`config.mk`:
```
export PLATFORM = sky130hd
export DESIGN_NAME = nand_chain_board_flat
export DESIGN_NICKNAME = d
export VERILOG_FILES = /design/src/nand_chain_pkg.sv /design/src/nand_chain_if.sv /design/src/nand_chain_board.sv /design/src/flat_wrapper.sv
export SDC_FILE = /design/constraint.sdc
export NUM_CORES = 1
export LEC_CHECK = 0
export CORE_AREA = 2 2 119 121
export DETAILED_ROUTE_END_ITERATION = 8
export DIE_AREA = 0 0 121 123
export DONT_BUFFER_PORTS = 1
export MAX_ROUTING_LAYER = met4
export SETUP_SLACK_MARGIN = 0.2
export SLEW_MARGIN = 30
export SYNTH_ARGS = -nofsm -noshare
export SYNTH_HDL_FRONTEND = slang
export SYNTH_SLANG_ARGS = --single-unit
export TNS_END_PERCENT = 10
```
`constraint.sdc`:
```
create_clock -name clk_sys_i -period 5.69 [get_ports clk_sys_i]
set_clock_uncertainty 0.05 [all_clocks]
set_input_delay 1.138 -clock clk_sys_i [delete_from_list [all_inputs] [get_ports clk_sys_i]]
set_output_delay 1.138 -clock clk_sys_i [all_outputs]
set_load 0.005 [all_outputs]
```
`src/nand_chain_pkg.sv`:
```
// Purpose: shared constants for the pin-connectivity chain test
// Assumes: one clock, chain of 49 inputs, output at position 50
// Notes: strap code selecting chain mode is a plain parameter
package nand_chain_pkg;
	localparam int CHAIN_LEN = 49;
	localparam int OUT_POS = 50;
	localparam int IDX_W = 6;
	localparam logic [2:0] STRAP_CHAIN_CODE = 3'h0;
	localparam int STEP_WAIT = 4;
	localparam logic [IDX_W-1:0] LAST_IDX = 6'h30;
	localparam logic [7:0] SETTLE_CYCLES = 8'h04;
	localparam logic [IDX_W-1:0] IDX_ZERO = 6'h00;
	typedef enum logic [2:0] {
		ST_IDLE = 3'h0,
		ST_ALLHIGH = 3'h1,
		ST_CHECKHI = 3'h3,
		ST_STEP = 3'h2,
		ST_CHECK = 3'h6,
		ST_DONE = 3'h7
	} tester_state_type;
endpackage

```
`src/nand_chain_if.sv`:
```
// Purpose: board pins between the switch device and the board test logic
// Assumes: board drives chain inputs and straps, device drives result pin
// Notes: none
`timescale 1ns/10ps
interface nand_chain_if;
	import nand_chain_pkg::*;
	logic [CHAIN_LEN-1:0] chain_in;
	logic led_group2_strap_a;
	logic led_group2_strap_b;
	logic led_group4_strap_a;
	logic chain_result_pin;
	modport device_end(input chain_in, input led_group2_strap_a,
		input led_group2_strap_b, input led_group4_strap_a, output chain_result_pin);
	modport board_end(output chain_in, output led_group2_strap_a,
		output led_group2_strap_b, output led_group4_strap_a, input chain_result_pin);
endinterface

```
`src/nand_chain_board.sv`:
```
// Purpose: board test logic walking the chain
// Assumes: result pin sampled synchronously
// Notes: fault_map bit i marks sequence position i+1
`timescale 1ns/10ps
module nand_chain_board (
	input wire logic clk_sys_i,
	input wire logic reset_i,
	nand_chain_if.board_end pins,
	input wire logic start_i,
	output logic busy_o,
	output logic done_o,
	output logic high_fail_o,
	output logic [nand_chain_pkg::CHAIN_LEN-1:0] fault_map_o
);
	import nand_chain_pkg::*;
	typedef struct packed {
		tester_state_type fsm;
		logic [IDX_W-1:0] idx;
		logic [7:0] wait_cnt;
		logic expect_lvl;
		logic [CHAIN_LEN-1:0] drive;
		logic [CHAIN_LEN-1:0] faults;
		logic high_fail;
		logic done;
	} board_state_type;
	board_state_type state;
	board_state_type next_state;
	always_comb begin
		next_state = state;
		next_state.done = 1'b0;
		case (state.fsm)
			ST_IDLE: begin
				if (start_i) begin
					next_state.drive = '1;
					next_state.faults = '0;
					next_state.high_fail = 1'b0;
					next_state.wait_cnt = SETTLE_CYCLES;
					next_state.fsm = ST_ALLHIGH;
				end
			end
			ST_ALLHIGH: begin
				if (state.wait_cnt != 8'h00) begin
					next_state.wait_cnt = state.wait_cnt - 8'h01;
				end else begin
					next_state.fsm = ST_CHECKHI;
				end
			end
			ST_CHECKHI: begin
				next_state.high_fail = ~pins.chain_result_pin;
				next_state.expect_lvl = 1'b1;
				next_state.idx = IDX_ZERO;
				next_state.fsm = pins.chain_result_pin ? ST_STEP : ST_DONE;
				next_state.done = ~pins.chain_result_pin;
			end
			ST_STEP: begin
				next_state.drive[state.idx] = 1'b0;
				next_state.wait_cnt = SETTLE_CYCLES;
				next_state.fsm = ST_CHECK;
			end
			ST_CHECK: begin
				if (state.wait_cnt != 8'h00) begin
					next_state.wait_cnt = state.wait_cnt - 8'h01;
				end else begin
					next_state.faults[state.idx] = (pins.chain_result_pin == state.expect_lvl);
					next_state.expect_lvl = pins.chain_result_pin;
					if (state.idx == LAST_IDX) begin
						next_state.fsm = ST_DONE;
						next_state.done = 1'b1;
					end else begin
						next_state.idx = state.idx + 6'h01;
						next_state.fsm = ST_STEP;
					end
				end
			end
			ST_DONE: begin
				next_state.fsm = ST_IDLE;
			end
			default: begin
				next_state.fsm = ST_IDLE;
			end
		endcase
	end
	always_ff @(posedge clk_sys_i or posedge reset_i) begin
		if (reset_i) begin
			state <= '0;
		end else begin
			state <= next_state;
		end
	end
	assign pins.chain_in = state.drive;
	assign pins.led_group2_strap_a = STRAP_CHAIN_CODE[1];
	assign pins.led_group2_strap_b = STRAP_CHAIN_CODE[2];
	assign pins.led_group4_strap_a = STRAP_CHAIN_CODE[0];
	assign busy_o = (state.fsm != ST_IDLE);
	assign done_o = state.done;
	assign high_fail_o = state.high_fail;
	assign fault_map_o = state.faults;
endmodule

```
`src/flat_wrapper.sv`:
```
// flat-port wrapper written by rule: the top's interface ports become plain ports
module nand_chain_board_flat import nand_chain_pkg::*;
  (clk_sys_i, reset_i, start_i, busy_o, done_o, high_fail_o, fault_map_o, pins_chain_in, pins_led_group2_strap_a, pins_led_group2_strap_b, pins_led_group4_strap_a, pins_chain_result_pin);
  nand_chain_if pins_i ();
  input wire logic clk_sys_i;
  input wire logic reset_i;
  input wire logic start_i;
  output logic busy_o;
  output logic done_o;
  output logic high_fail_o;
  output logic [nand_chain_pkg::CHAIN_LEN-1:0] fault_map_o;
  output wire logic [$bits(pins_i.chain_in)-1:0] pins_chain_in;
  output wire logic [$bits(pins_i.led_group2_strap_a)-1:0] pins_led_group2_strap_a;
  output wire logic [$bits(pins_i.led_group2_strap_b)-1:0] pins_led_group2_strap_b;
  output wire logic [$bits(pins_i.led_group4_strap_a)-1:0] pins_led_group4_strap_a;
  input wire logic [$bits(pins_i.chain_result_pin)-1:0] pins_chain_result_pin;
  assign pins_chain_in = pins_i.chain_in;
  assign pins_led_group2_strap_a = pins_i.led_group2_strap_a;
  assign pins_led_group2_strap_b = pins_i.led_group2_strap_b;
  assign pins_led_group4_strap_a = pins_i.led_group4_strap_a;
  assign pins_i.chain_result_pin = pins_chain_result_pin;
  nand_chain_board u_core (.clk_sys_i(clk_sys_i), .reset_i(reset_i), .pins(pins_i), .start_i(start_i), .busy_o(busy_o), .done_o(done_o), .high_fail_o(high_fail_o), .fault_map_o(fault_map_o));
endmodule
```
==> run metrics <==
Req. time, crit path 5.89 ns; DR DRC count 0; Clock transition at path regs 0.05 ns; Ant. Diodes 0; cts repair resizes 0; GRT Total Usage 0.208; Syn Std Cell Area 5980 sq um; CTS max path bufs 2; DR pass1 iterations 8; Crit path largest cell delay 0.57 ns; root buffer cell clkbuf_16; Critical Path Start Type input pin; max-cap viol count 0; vias in the first global route 4,029; total congestion overflow 0; worst slew pin tran 0.966 ns; VDD IR max 0.000232 V; Initial Util 0.439; first-pass GRT wire length 22.7 mm; layout cells sized above 1 0.118; post-route ant nets 0; Row Count 43; Setup crit end kind flop; setup violation total in the final timing report 0; CP cell instances or3b_1 > nor2_2 > buf_4 > o21ai_1 > nor3b_2 > a211oi_1; Final Hold Fails 0; Synth cell types 56; Skew-Pair Late Insertion Delay 0.42 ns; #FFs+latches synth 118; clk sinks 118; worst r2r path cells 6; Mean Syn Cell Area 9.61 sq um; post-synthesis sequential area ratio 0.494; status completed; # Post-CTS Setup Buffers 0; Routed WL 14.6 mm; pwr dens 448 nW/um^2; I/O Buffers 0; Via density 5.94; number of synthesized flops with an enable pin 0; Fmax achieved 321 MHz; RSZ-0062 raised after global routing false; GP Congestion 0.847; Cell Area, Placed 5380 sq um; initial antenna violation count 0; core area 13,600 sq um; Lkg Pwr 2.23 nW; hold depth 2; Die Wd 121 um; CP arrival 3.32 ns; fin crit share 0.547; CP Class input pin to flop; worst-path fanout max 28; Die Footprint 14,900 sq um; Post-synth ARST share 1.00; CP max stage cell nor3b_2; Main synth FF type dfrtp_1; H-tree Lvls 4; initial DRC count 290; pre-CTS setup slack 2.15 ns; IO Count 108; min cycle time layout 3.11 ns; detailed placement HPWL 9.78 mm; max-slew violations 0; Worst slew margin 0.355; Die Ht 123 um; Setup TNS Final 0 ns; WL/cell 20.7 um; nets@finish 524; total clock buffers created by CTS 17; Finished Cell Area 5970 sq um; largest net degree at the start of global routing 74; CTS tree yes; Ys Warns 0; hold buffers post-CTS 0; Hold Path Class flop to flop; Layout area overhead -0.188%; Setup WS post-layout 2.58 ns; routed via count 4,189; Mapped Cells 622
[sequential cells by signal, indices dropped and copies added (netlist names)]
| signal | cells |
|---|---|
| u_core.high_fail_o | 1 |
| u_core.pins.chain_in | 49 |
| u_core.state | 18 |
| u_core.done_o | 1 |
| u_core.fault_map_o | 49 |
[metal layers]
layer,vias to the layer above,global-route usage,wire length [um]
li1,1883,-,-
met4,0,0.0836,254
met3,20,0.0826,1220
met2,155,0.319,7140
met1,2131,0.246,6010
met5,-,-,0
[path summary, 6_finish.rpt]
check	startpoint	to	slack, ns
setup / recovery	start_i	u_core.fault_map_o[19]	2.58
hold / removal	u_core.pins.chain_in[9]	u_core.pins.chain_in[9]	0.48
setup reg to reg	u_core.state[116]	u_core.fault_map_o[19]	2.68
hold reg to reg	u_core.pins.chain_in[9]	u_core.pins.chain_in[9]	0.48
max in group asynchronous	reset_i	u_core.fault_map_o[35]	3.90
min in group asynchronous	reset_i	u_core.state[113]	0.64
[synthesized netlist by cell type, types with 12 or more instances]
library cell,count,area share
a211oi_1,25,0.031
nor2_1,22,0.014
clkbuf_1,24,0.015
a22oi_1,17,0.021
a21oi_1,28,0.023
nor3_1,12,0.010
nand2_1,74,0.046
o21ai_0,61,0.051
dfrtp_1,118,0.49
nand3_1,15,0.013
buf_4,101,0.13
a31oi_1,28,0.029
[critical path: cells and delay by family]
family,cells,cell delay (ns)
AOI/OAI and AO/OA,2,0.38
buffers and inverters,1,0.40
and+or+nand+nor,3,1.39
[cells by family after synthesis]
kind of cell             synth area share
AO/OA/AOI/OAI                       0.201
AND/OR/NAND/NOR                     0.127
adder cells (fa/ha/maj)           0.00837
buffers and inverters               0.159
other                            0.000627
flip-flops                          0.494
XOR/XNOR                           0.0103
[cell type report]
| type | instances | area (sq um) |
|---|---|---|
| clock inverter | 4 | 70.1 |
| clock buffer | 24 | 502 |
| inverter | 9 | 38.8 |
| tap | 180 | 225 |
| sequential | 118 | 2950 |
| multi-input combinational | 359 | 2090 |
| timing repair buffer | 11 | 82.6 |
| fill | 1279 | 7650 |
[power by group]
part	total (mW)	leakage (nW)	internal, mW	switching, mW
Combinational	0.628	0.567	0.192	0.436
Clock	1.04	0.284	0.690	0.346
Sequential	1.01	1.38	0.903	0.106
Total	2.67	2.23	1.79	0.888
[stage by stage]
| stage | utilization | cells | hold WS (ns) | power [mW] |
|---|---|---|---|---|
| after global routing | 0.438 | 705 | 0.513 | 2.81 |
| after CTS | 0.437 | 705 | 0.492 | 2.69 |
| final | 0.438 | 705 | 0.483 | 2.67 |
| after global placement | 0.395 | 677 | 0.472 | 1.62 |
| after detailed placement | 0.395 | 677 | 0.481 | 1.64 |
| after floorplan | - | 624 | 0.422 | 1.49 |
[cells in the final DEF, fill, tap and decap left out, types with 11 or more instances in the layout]
cell	netlist	routed
clkbuf_16	0	17
a22oi_1	17	17
dfrtp_1	118	118
nor2_1	22	21
nand2_1	74	74
nor3_1	12	12
o21ai_0	61	61
buf_4	101	11
a31oi_1	28	28
a211oi_1	25	25
nand3_1	15	15
a21oi_1	28	28
(Power assumes the default switching activity.)
